[config.mk]
export PLATFORM = sky130hd
export DESIGN_NAME = eb_event_timer
export DESIGN_NICKNAME = d
export VERILOG_FILES = /design/src/hdl/eb_pkg.sv /design/src/hdl/eb_tick_gen.sv /design/src/hdl/eb_event_timer.sv
export VERILOG_INCLUDE_DIRS = /design/src /design/src/hdl
export SDC_FILE = /design/constraint.sdc
export NUM_CORES = 1
export LEC_CHECK = 0
export BUFFER_PORTS_ARGS = -buffer_cell sky130_fd_sc_hd__buf_2
export CAP_MARGIN = 10
export CORE_MARGIN = 2
export CORE_UTILIZATION = 40
export DETAILED_ROUTE_END_ITERATION = 7
export PLACE_DENSITY = 0.69
export SKIP_LAST_GASP = 1
export SYNTH_ARGS = -nofsm -noshare
export SYNTH_HDL_FRONTEND = slang
export SYNTH_SLANG_ARGS = --single-unit
[constraint.sdc]
create_clock -name clk -period 5.5 [get_ports clk]
set_input_delay 0.275 -clock clk [delete_from_list [all_inputs] [get_ports clk]]
set_output_delay 0.275 -clock clk [all_outputs]
set_load 0.005 [all_outputs]
[src/hdl/eb_defs.svh]
// Constants for the two-channel eight-bit event timer
`ifndef EB_DEFS_SVH
`define EB_DEFS_SVH
`define EB_OFF_COUNT 8'h00
`define EB_OFF_CMP 8'h04
`define EB_OFF_CSEL 8'h08
`define EB_OFF_MODE 8'h0c
`define EB_CH_BIT 4
`define EB_MAP_TOP_BIT 5
`define EB_MODE_RUN 7
`define EB_MODE_PWM 6
`define EB_MODE_FFSET 3
`define EB_MODE_FFCLR 2
`define EB_MODE_INV 1
`define EB_MODE_OE 0
`define EB_MODE_RESET 1'b0
`define EB_CMP_RESET 8'h00
`define EB_CSEL_RESET 3'h0
`define EB_CSEL_FALL 3'h0
`define EB_CSEL_RISE 3'h1
`define EB_CSEL_FIRST_INT 3'h2
`define EB_PRE_W 10
`define EB_CNT_ZERO 8'h00
`define EB_CNT_TOP 8'hff
`define EB_RESP_OKAY 2'b00
`define EB_RESP_SLVERR 2'b10
`endif

[src/hdl/eb_pkg.sv]
// Types shared by the event timer files
package eb_pkg;
    typedef enum logic [1:0] {
        EB_REG_COUNT,
        EB_REG_CMP,
        EB_REG_CSEL,
        EB_REG_MODE
    } eb_reg_e;
endpackage

[src/hdl/eb_tick_gen.sv]
// Count clock source for one timer channel
`timescale 1ns/10ps
`default_nettype none
`include "eb_defs.svh"
module eb_tick_gen
    import eb_pkg::*;
#(
    parameter int PRE_W = `EB_PRE_W
) (
    input wire logic clk,
    input wire logic rstn,
    input wire logic ce,
    input wire logic [2:0] clkSel,
    input wire logic eventIn,
    output logic tick
);
    logic [PRE_W-1:0] prescale;
    logic eventPrev;

    // Divide by 4 to the power (select - 2)
    function automatic logic [PRE_W-1:0] preMask(input logic [2:0] sel);
        logic [PRE_W-1:0] m;
        m = '0;
        for (int i = 0; i < PRE_W; i++) begin
            if (i < 2 * (int'(sel) - int'(`EB_CSEL_FIRST_INT))) begin
                m[i] = 1'b1;
            end
        end
        return m;
    endfunction

    // Free running, so a start lands anywhere within a count clock
    always_ff @(posedge clk or negedge rstn) begin
        if (!rstn) begin
            prescale <= '0;
        end else if (ce) begin
            prescale <= prescale + 1'b1;
        end
    end

    always_ff @(posedge clk or negedge rstn) begin
        if (!rstn) begin
            eventPrev <= 1'b0;
        end else if (ce) begin
            eventPrev <= eventIn;
        end
    end

    always_comb begin
        case (clkSel)
            `EB_CSEL_FALL: tick = eventPrev && !eventIn;
            `EB_CSEL_RISE: tick = !eventPrev && eventIn;
            default: tick = (prescale & preMask(clkSel)) == preMask(clkSel);
        endcase
    end
endmodule
`default_nettype wire

[src/hdl/eb_event_timer.sv]
// Two-channel eight-bit timer and event counter with AXI4-Lite registers
//
// The AXI4-Lite slave port and the placing of the registers are this design's own decisions.
`timescale 1ns/10ps
`default_nettype none
`include "eb_defs.svh"
module eb_event_timer
    import eb_pkg::*;
#(
    parameter int NCH = 2,
    parameter int PRE_W = `EB_PRE_W
) (
    input wire logic clk,
    input wire logic rstn,
    input wire logic ce,
    input wire logic [31:0] s_axi_awaddr,
    input wire logic s_axi_awvalid,
    output logic s_axi_awready,
    input wire logic [31:0] s_axi_wdata,
    input wire logic [3:0] s_axi_wstrb,
    input wire logic s_axi_wvalid,
    output logic s_axi_wready,
    output logic [1:0] s_axi_bresp,
    output logic s_axi_bvalid,
    input wire logic s_axi_bready,
    input wire logic [31:0] s_axi_araddr,
    input wire logic s_axi_arvalid,
    output logic s_axi_arready,
    output logic [31:0] s_axi_rdata,
    output logic [1:0] s_axi_rresp,
    output logic s_axi_rvalid,
    input wire logic s_axi_rready,
    input wire logic [NCH-1:0] eventInputPin,
    output logic [NCH-1:0] timerOutputPin,
    output logic [NCH-1:0] matchIrq
);
    ////////////////////////////////////////////////////////////////////////////////
    // Per-channel state

    logic [7:0] upCounter [NCH];
    logic [7:0] compareValue [NCH];
    logic [7:0] activeCompare [NCH];
    logic [2:0] countClockSelect [NCH];
    logic runBit [NCH];
    logic pwmBit [NCH];
    logic invBit [NCH];
    logic oeBit [NCH];
    logic outFlipFlop [NCH];
    logic pwmActive [NCH];
    logic [NCH-1:0] tick;

    ////////////////////////////////////////////////////////////////////////////////
    // Address decode

    function automatic logic addrMapped(input logic [31:0] a);
        return (a[31:`EB_MAP_TOP_BIT] == '0) && (a[1:0] == 2'b00)
            && (int'(a[`EB_CH_BIT]) < NCH);
    endfunction

    function automatic eb_reg_e addrReg(input logic [31:0] a);
        return eb_reg_e'(a[3:2]);
    endfunction

    function automatic int addrCh(input logic [31:0] a);
        return int'(a[`EB_CH_BIT]);
    endfunction

    ////////////////////////////////////////////////////////////////////////////////
    // Write channels

    logic [31:0] wrAddr;
    logic [7:0] wrData;
    logic wrLowLane;
    logic wrFire;
    logic wrMapped;
    eb_reg_e wrReg;
    int wrCh;

    // Each channel is taken on its own; the write happens once both are held
    assign wrFire = !s_axi_awready && !s_axi_wready && !s_axi_bvalid;
    assign wrMapped = addrMapped(wrAddr);
    assign wrReg = addrReg(wrAddr);
    assign wrCh = addrCh(wrAddr);

    always_ff @(posedge clk or negedge rstn) begin
        if (!rstn) begin
            s_axi_awready <= 1'b1;
            wrAddr <= '0;
        end else if (ce) begin
            if (s_axi_awvalid && s_axi_awready) begin
                s_axi_awready <= 1'b0;
                wrAddr <= s_axi_awaddr;
            end else if (s_axi_bvalid && s_axi_bready) begin
                s_axi_awready <= 1'b1;
            end
        end
    end

    always_ff @(posedge clk or negedge rstn) begin
        if (!rstn) begin
            s_axi_wready <= 1'b1;
            wrData <= 8'h00;
            wrLowLane <= 1'b0;
        end else if (ce) begin
            if (s_axi_wvalid && s_axi_wready) begin
                s_axi_wready <= 1'b0;
                wrData <= s_axi_wdata[7:0];
                wrLowLane <= s_axi_wstrb[0];
            end else if (s_axi_bvalid && s_axi_bready) begin
                s_axi_wready <= 1'b1;
            end
        end
    end

    always_ff @(posedge clk or negedge rstn) begin
        if (!rstn) begin
            s_axi_bvalid <= 1'b0;
            s_axi_bresp <= `EB_RESP_OKAY;
        end else if (ce) begin
            if (wrFire) begin
                s_axi_bvalid <= 1'b1;
                s_axi_bresp <= wrMapped ? `EB_RESP_OKAY : `EB_RESP_SLVERR;
            end else if (s_axi_bvalid && s_axi_bready) begin
                s_axi_bvalid <= 1'b0;
            end
        end
    end

    ////////////////////////////////////////////////////////////////////////////////
    // Read channel

    function automatic logic [7:0] readReg(input logic [31:0] a);
        logic [7:0] v;
        int c;
        v = 8'h00;
        c = addrCh(a);
        if (addrMapped(a)) begin
            case (addrReg(a))
                EB_REG_COUNT: v = upCounter[c];
                EB_REG_CMP: v = compareValue[c];
                EB_REG_CSEL: v = {5'h00, countClockSelect[c]};
                EB_REG_MODE: v = {runBit[c], pwmBit[c], 4'h0, invBit[c], oeBit[c]};
                default: v = 8'h00;
            endcase
        end
        return v;
    endfunction

    always_ff @(posedge clk or negedge rstn) begin
        if (!rstn) begin
            s_axi_arready <= 1'b1;
            s_axi_rvalid <= 1'b0;
            s_axi_rdata <= '0;
            s_axi_rresp <= `EB_RESP_OKAY;
        end else if (ce) begin
            if (s_axi_arvalid && s_axi_arready) begin
                s_axi_arready <= 1'b0;
                s_axi_rvalid <= 1'b1;
                s_axi_rdata <= {24'h000000, readReg(s_axi_araddr)};
                s_axi_rresp <= addrMapped(s_axi_araddr) ? `EB_RESP_OKAY : `EB_RESP_SLVERR;
            end else if (s_axi_rvalid && s_axi_rready) begin
                s_axi_rvalid <= 1'b0;
                s_axi_arready <= 1'b1;
            end
        end
    end

    ////////////////////////////////////////////////////////////////////////////////
    // Timer channels, each with its own state and pins

    for (genvar ch = 0; ch < NCH; ch++) begin : g_ch
        logic hit;
        logic modeWr;
        logic cmpWr;
        logic matchNow;
        logic overflow;
        logic [7:0] cntInc;

        assign hit = wrFire && wrMapped && wrLowLane && (wrCh == ch);
        assign modeWr = hit && (wrReg == EB_REG_MODE);
        assign cmpWr = hit && (wrReg == EB_REG_CMP);
        assign cntInc = upCounter[ch] + 8'h01;
        assign overflow = pwmBit[ch] && (upCounter[ch] == `EB_CNT_TOP);
        // PWM match looks one count ahead so the width is exactly N counts
        assign matchNow = pwmBit[ch] ? (!overflow && cntInc == activeCompare[ch])
                                     : (upCounter[ch] == activeCompare[ch]);

        eb_tick_gen #(
            .PRE_W(PRE_W)
        ) u_tick (
            .clk(clk),
            .rstn(rstn),
            .ce(ce),
            .clkSel(countClockSelect[ch]),
            .eventIn(eventInputPin[ch]),
            .tick(tick[ch])
        );

        always_ff @(posedge clk or negedge rstn) begin
            if (!rstn) begin
                runBit[ch] <= `EB_MODE_RESET;
                pwmBit[ch] <= `EB_MODE_RESET;
                invBit[ch] <= `EB_MODE_RESET;
                oeBit[ch] <= `EB_MODE_RESET;
            end else if (ce && modeWr) begin
                runBit[ch] <= wrData[`EB_MODE_RUN];
                pwmBit[ch] <= wrData[`EB_MODE_PWM];
                invBit[ch] <= wrData[`EB_MODE_INV];
                oeBit[ch] <= wrData[`EB_MODE_OE];
            end
        end

        always_ff @(posedge clk or negedge rstn) begin
            if (!rstn) begin
                countClockSelect[ch] <= `EB_CSEL_RESET;
            end else if (ce && hit && wrReg == EB_REG_CSEL) begin
                countClockSelect[ch] <= wrData[2:0];
            end
        end

        // Outside PWM the new value takes effect at once
        always_ff @(posedge clk or negedge rstn) begin
            if (!rstn) begin
                compareValue[ch] <= `EB_CMP_RESET;
                activeCompare[ch] <= `EB_CMP_RESET;
            end else if (ce) begin
                if (cmpWr) begin
                    compareValue[ch] <= wrData;
                end
                if (cmpWr && !pwmBit[ch]) begin
                    activeCompare[ch] <= wrData;
                end else if (runBit[ch] && tick[ch] && overflow) begin
                    activeCompare[ch] <= compareValue[ch];
                end
            end
        end

        always_ff @(posedge clk or negedge rstn) begin
            if (!rstn) begin
                upCounter[ch] <= `EB_CNT_ZERO;
            end else if (ce) begin
                if (!runBit[ch]) begin
                    upCounter[ch] <= `EB_CNT_ZERO;
                end else if (tick[ch]) begin
                    if (pwmBit[ch]) begin
                        upCounter[ch] <= cntInc;
                    end else if (matchNow) begin
                        upCounter[ch] <= `EB_CNT_ZERO;
                    end else begin
                        upCounter[ch] <= cntInc;
                    end
                end
            end
        end

        always_ff @(posedge clk or negedge rstn) begin
            if (!rstn) begin
                matchIrq[ch] <= 1'b0;
            end else if (ce) begin
                matchIrq[ch] <= runBit[ch] && tick[ch] && matchNow;
            end
        end

        // Set and clear codes act only on a write with the PWM bit clear; 11 is ignored
        always_ff @(posedge clk or negedge rstn) begin
            if (!rstn) begin
                outFlipFlop[ch] <= 1'b0;
            end else if (ce) begin
                if (modeWr && !wrData[`EB_MODE_PWM]
                    && (wrData[`EB_MODE_FFSET] != wrData[`EB_MODE_FFCLR])) begin
                    outFlipFlop[ch] <= wrData[`EB_MODE_FFSET];
                end else if (runBit[ch] && tick[ch] && !pwmBit[ch] && matchNow
                             && invBit[ch]) begin
                    outFlipFlop[ch] <= !outFlipFlop[ch];
                end
            end
        end

        always_ff @(posedge clk or negedge rstn) begin
            if (!rstn) begin
                pwmActive[ch] <= 1'b0;
            end else if (ce) begin
                if (!runBit[ch] || !pwmBit[ch]) begin
                    pwmActive[ch] <= 1'b0;
                end else if (tick[ch] && overflow) begin
                    // A zero width never goes active
                    pwmActive[ch] <= (compareValue[ch] != `EB_CNT_ZERO);
                end else if (tick[ch] && matchNow) begin
                    pwmActive[ch] <= 1'b0;
                end
            end
        end

        always_ff @(posedge clk or negedge rstn) begin
            if (!rstn) begin
                timerOutputPin[ch] <= 1'b0;
            end else if (ce) begin
                if (!oeBit[ch]) begin
                    timerOutputPin[ch] <= 1'b0;
                end else if (pwmBit[ch]) begin
                    timerOutputPin[ch] <= pwmActive[ch] ^ invBit[ch];
                end else begin
                    timerOutputPin[ch] <= outFlipFlop[ch];
                end
            end
        end
    end
endmodule
`default_nettype wire

==> impl_results.html <==
<table>
<tr><th>Metric</th><th>Value</th></tr>
<tr><th colspan="2">Outcome</th></tr>
<tr><td>Result of the run</td><td>finished, final reports clean</td></tr>
<tr><th colspan="2">Worst setup path</th></tr>
<tr><td>Slowest stage cell on the critical path</td><td>or4_1</td></tr>
<tr><td>Crit. End Element</td><td>register</td></tr>
<tr><td>Launching instance or port of the critical path</td><td>upCounter[8]</td></tr>
<tr><td>Combined buffer and inverter count along the critical path</td><td>0</td></tr>
<tr><td>R2r startpoint</td><td>upCounter[8]</td></tr>
<tr><td>Maximum cell stage delay along the critical path</td><td>0.82 ns</td></tr>
<tr><td>Maximum net fanout on the critical path</td><td>17</td></tr>
<tr><td>Required time reported for the critical path endpoint</td><td>5.77 ns</td></tr>
<tr><td>CP startpoint kind</td><td>register</td></tr>
<tr><td>Crit path kind</td><td>register to register</td></tr>
<tr><td>Crit path DAT</td><td>3.01 ns</td></tr>
<tr><td>Top delay family on crit path</td><td>simple AND/OR/NAND/NOR gates</td></tr>
<tr><td>Ordered list of cells on the worst path</td><td>ha_1 &gt; and3_1 &gt; nand2_1 &gt; or2_0 &gt; or4_1 &gt; o22ai_1 &gt; a31oi_1</td></tr>
<tr><th colspan="2">Yosys</th></tr>
<tr><td>Most used flip-flop cell after synthesis</td><td>dfrtp_1</td></tr>
<tr><td>Number of enable-type register cells in the synthesized netlist</td><td>0</td></tr>
<tr><td>Synthesized area per cell</td><td>10.9 um2</td></tr>
<tr><td>Gate count after technology mapping</td><td>727</td></tr>
<tr><td>Total number of yosys warnings</td><td>0</td></tr>
<tr><td>Yosys reg bits</td><td>148</td></tr>
<tr><td>Post-Synthesis Cell Area</td><td>7920 um2</td></tr>
<tr><td>Number of distinct library cells after synthesis</td><td>65</td></tr>
<tr><td>Share of synthesized area occupied by flip-flops and latches</td><td>46.8%</td></tr>
<tr><td>Fraction of registers with async set/reset</td><td>100%</td></tr>
<tr><th colspan="2">Global routing</th></tr>
<tr><td>Global-route wire length before repair</td><td>29,800 um</td></tr>
<tr><td>Vias in the first global route</td><td>5,786</td></tr>
<tr><td>Aggregate global-route resource usage</td><td>18.4%</td></tr>
<tr><td>Pin count of the biggest net entering global routing</td><td>80</td></tr>
<tr><td>Initial antenna violation count</td><td>0</td></tr>
<tr><td>GRT Residual Overflow</td><td>0</td></tr>
<tr><th colspan="2">Final layout</th></tr>
<tr><td>Post-Route Utilization</td><td>47.0%</td></tr>
<tr><td>Commonest cells after routing, fill and taps aside</td><td>145 x dfrtp_1, 100 x buf_2, 78 x mux2_2</td></tr>
<tr><td>Final nets</td><td>942</td></tr>
<tr><td>Antenna diode count</td><td>0</td></tr>
<tr><td>Area Overhead vs Synth</td><td>15.5%</td></tr>
<tr><td>Sequential standard cell area</td><td>3710 um2</td></tr>
<tr><td>Most common cell after layout, fill and taps aside</td><td>dfrtp_1</td></tr>
<tr><td>Share of layout cells above drive strength 1</td><td>28.2%</td></tr>
<tr><td>Footprint of the multi-input gates</td><td>3900 um2</td></tr>
<tr><td>FILL cells</td><td>1,800</td></tr>
<tr><th colspan="2">Clocking</th></tr>
<tr><td>Number of resized instances in the post-cts repair step</td><td>0</td></tr>
<tr><td>Number of hold buffers added after CTS</td><td>1</td></tr>
<tr><td>Clock transition at the registers of the reported paths</td><td>0.07 ns</td></tr>
<tr><td>Number of clock buffers inserted by TritonCTS</td><td>17</td></tr>
<tr><td>H-tree levels</td><td>4</td></tr>
<tr><td>Clock tree root buffer cell</td><td>clkbuf_16</td></tr>
<tr><td>Clock tree from TritonCTS</td><td>done</td></tr>
<tr><td>Setup repair bufs after CTS</td><td>0</td></tr>
<tr><td>Clk sink count</td><td>148</td></tr>
<tr><td>Clock tree buffer depth</td><td>2</td></tr>
<tr><td>Insertion delay to the later sink of the worst-skew pair</td><td>0.42 ns</td></tr>
<tr><th colspan="2">Floorplan</th></tr>
<tr><td>Initial core utilization</td><td>40.7%</td></tr>
<tr><td>Io pins</td><td>155</td></tr>
<tr><td>Total number of placement rows</td><td>51</td></tr>
<tr><td>Die Wd</td><td>145 um</td></tr>
<tr><td>Die Footprint</td><td>20,900 um2</td></tr>
<tr><td>Core ar.</td><td>19,500 um2</td></tr>
<tr><td>Floorplan die height</td><td>145 um</td></tr>
<tr><th colspan="2">Timing</th></tr>
<tr><td>Finish-stage setup viols</td><td>0</td></tr>
<tr><td>Final hold viol count</td><td>0</td></tr>
<tr><td>Setup repair after global routing missed its margin</td><td>no</td></tr>
<tr><td>Final-layout setup total negative slack</td><td>0 ns</td></tr>
<tr><td>Max-slew violation count</td><td>0</td></tr>
<tr><td>Achievable clock frequency</td><td>366 MHz</td></tr>
<tr><td>Final period utilization</td><td>49.7%</td></tr>
<tr><td>Final Critical Period</td><td>2.74 ns</td></tr>
<tr><td>Final hold slack</td><td>0.0768 ns</td></tr>
<tr><td>Least-Margin Pin Slew</td><td>0.872 ns</td></tr>
<tr><td>Clock skew</td><td>0.0102 ns</td></tr>
<tr><td>Headroom to the max-slew limit</td><td>41.9%</td></tr>
<tr><th colspan="2">Place</th></tr>
<tr><td>Routability-driven placement congestion ratio</td><td>0.877</td></tr>
<tr><td>Total half-perimeter wirelength after legalization and detailed placement</td><td>13,000 um</td></tr>
<tr><td>Number of buffer cells added on primary ports</td><td>101</td></tr>
<tr><th colspan="2">Flow run</th></tr>
<tr><td>Max-cap violations</td><td>0</td></tr>
<tr><th colspan="2">Route</th></tr>
<tr><td>Routed wire per std cell</td><td>16.8 um</td></tr>
<tr><td>Average via count per standard cell</td><td>5.47</td></tr>
<tr><td>Total Wirelength</td><td>18,400 um</td></tr>
<tr><td>Residual DRC count</td><td>0</td></tr>
<tr><td>Overall via count from detail_route</td><td>5,998</td></tr>
<tr><td>Number of violations reported at the end of detailed-routing iteration 0</td><td>498</td></tr>
<tr><td>Antenna-violating nets left</td><td>0</td></tr>
<tr><td>Number of detailed-route iterations in the first pass</td><td>5</td></tr>
<tr><th colspan="2">Pwr</th></tr>
<tr><td>Switch Pwr</td><td>0.000896 W</td></tr>
<tr><td>Leakage power of the design</td><td>4.16 nW</td></tr>
<tr><td>Areal power density over the cells</td><td>339 nW/um2</td></tr>
<tr><td>Switching Share</td><td>28.9%</td></tr>
<tr><td>Maximum VDD drop</td><td>0.211 mV</td></tr>
<tr><td>Fraction of power consumed by combinational cells</td><td>14.4%</td></tr>
<tr><td>Relative contribution of the clock network to total power</td><td>35.9%</td></tr>
<tr><td>Proportion of power drawn by flip-flops and latches</td><td>49.7%</td></tr>
<tr><td>Pint</td><td>0.00220 W</td></tr>
<tr><th colspan="2">Worst hold path</th></tr>
<tr><td>Worst hold path startpoint</td><td>s_axi_awaddr[15]</td></tr>
<tr><td>Path category of the worst min-delay check</td><td>input pin to register</td></tr>
</table>
-- area by class of cell --
class | instances | area share [%]
clock buffer | 18 | 4.80
clock inverter | 13 | 1.38
inverter | 26 | 1.07
multi-input combinational | 521 | 42.6
sequential | 148 | 40.5
tap | 265 | 3.62
timing repair buffer | 106 | 6.03
-- power groups by stage --
stage | sequential [W] | clock (W) | combinational [W]
2_1_floorplan | 0.00146 | 0 | 0.000372
3_3_place_gp | 0.00155 | 0 | 0.000433
3_5_place_dp | 0.00156 | 0 | 0.000454
4_1_cts | 0.00154 | 0.00114 | 0.000455
5_1_grt | 0.00157 | 0.00118 | 0.000505
6_report | 0.00154 | 0.00111 | 0.000446
-- Yosys cell counts (9+ instances only) --
library cell | count | share of area (%)
xnor2_1 | 31 | 3.4
o21ai_0 | 16 | 1.0
o21a_1 | 9 | 0.85
nand2_1 | 50 | 2.4
o22ai_1 | 10 | 0.79
nor3_1 | 12 | 0.76
o211ai_1 | 17 | 1.6
a21oi_1 | 11 | 0.70
xor2_1 | 17 | 1.9
inv_1 | 26 | 1.2
nand3_1 | 24 | 1.5
nand4_1 | 14 | 1.1
ha_1 | 12 | 1.9
mux2_2 | 78 | 11
nand2b_1 | 15 | 1.2
a31oi_1 | 14 | 1.1
nor2_1 | 33 | 1.6
nor4_1 | 16 | 1.3
dfrtp_1 | 145 | 46
mux4_2 | 9 | 2.6
buf_4 | 26 | 2.5
clkbuf_1 | 21 | 1.0
and3_1 | 11 | 0.87
-- stage by stage --
step	worst slack [ns]	total power (W)	instance area, um2	std cells
2_1_floorplan	3.20	0.00183	8010	752
3_5_place_dp	2.80	0.00201	8570	1065
3_3_place_gp	2.79	0.00198	8570	1065
6_report	2.76	0.00310	9150	1097
4_1_cts	2.78	0.00314	9150	1097
5_1_grt	2.59	0.00326	9150	1097
-- metal layers --
layer	share of wire (%)	up-vias	global-route usage, %
met4	1.6	0	6.34
li1	-	2820	-
met2	48	195	30.6
met3	5.8	21	4.15
met5	0	-	0
met1	44	2962	23.7
-- registers in the layout (all words and copies together) (netlist names), 6 cells and up --
signal	count
upCounter	16
activeCompare	16
s_axi_rdata	8
compareValue	16
wrAddr	32
countClockSelect	6
g_ch.u_tick.prescale	20
wrData	8
-- worst paths after layout --
path	slack, ns	cells past startpoint	end
hold / removal	0.08	2	wrAddr[15]
min in group asynchronous	0.46	2	s_axi_rresp[1]
setup reg to reg	2.76	7	activeCompare[8]
setup / recovery	2.76	7	activeCompare[8]
max in group asynchronous	3.70	3	matchIrq[1]
hold reg to reg	0.47	1	s_axi_rdata[6]
-- cells by family (layout without fill, tap and decap cells) --
group                    after synthesis  in the layout  synth area share (%)
other                                  1             26                0.0473
multiplexers                          91             91                  14.2
buffers and inverters                 83            163                  5.26
XOR/XNOR                              48             48                  5.31
adder cells (fa/ha/maj)               12             12                  1.90
AND/OR/NAND/NOR                      214            214                  14.6
AO/OA/AOI/OAI                        130            130                  11.9
flip-flops                           148            148                  46.8
Power figures use the tool's default switching activity.
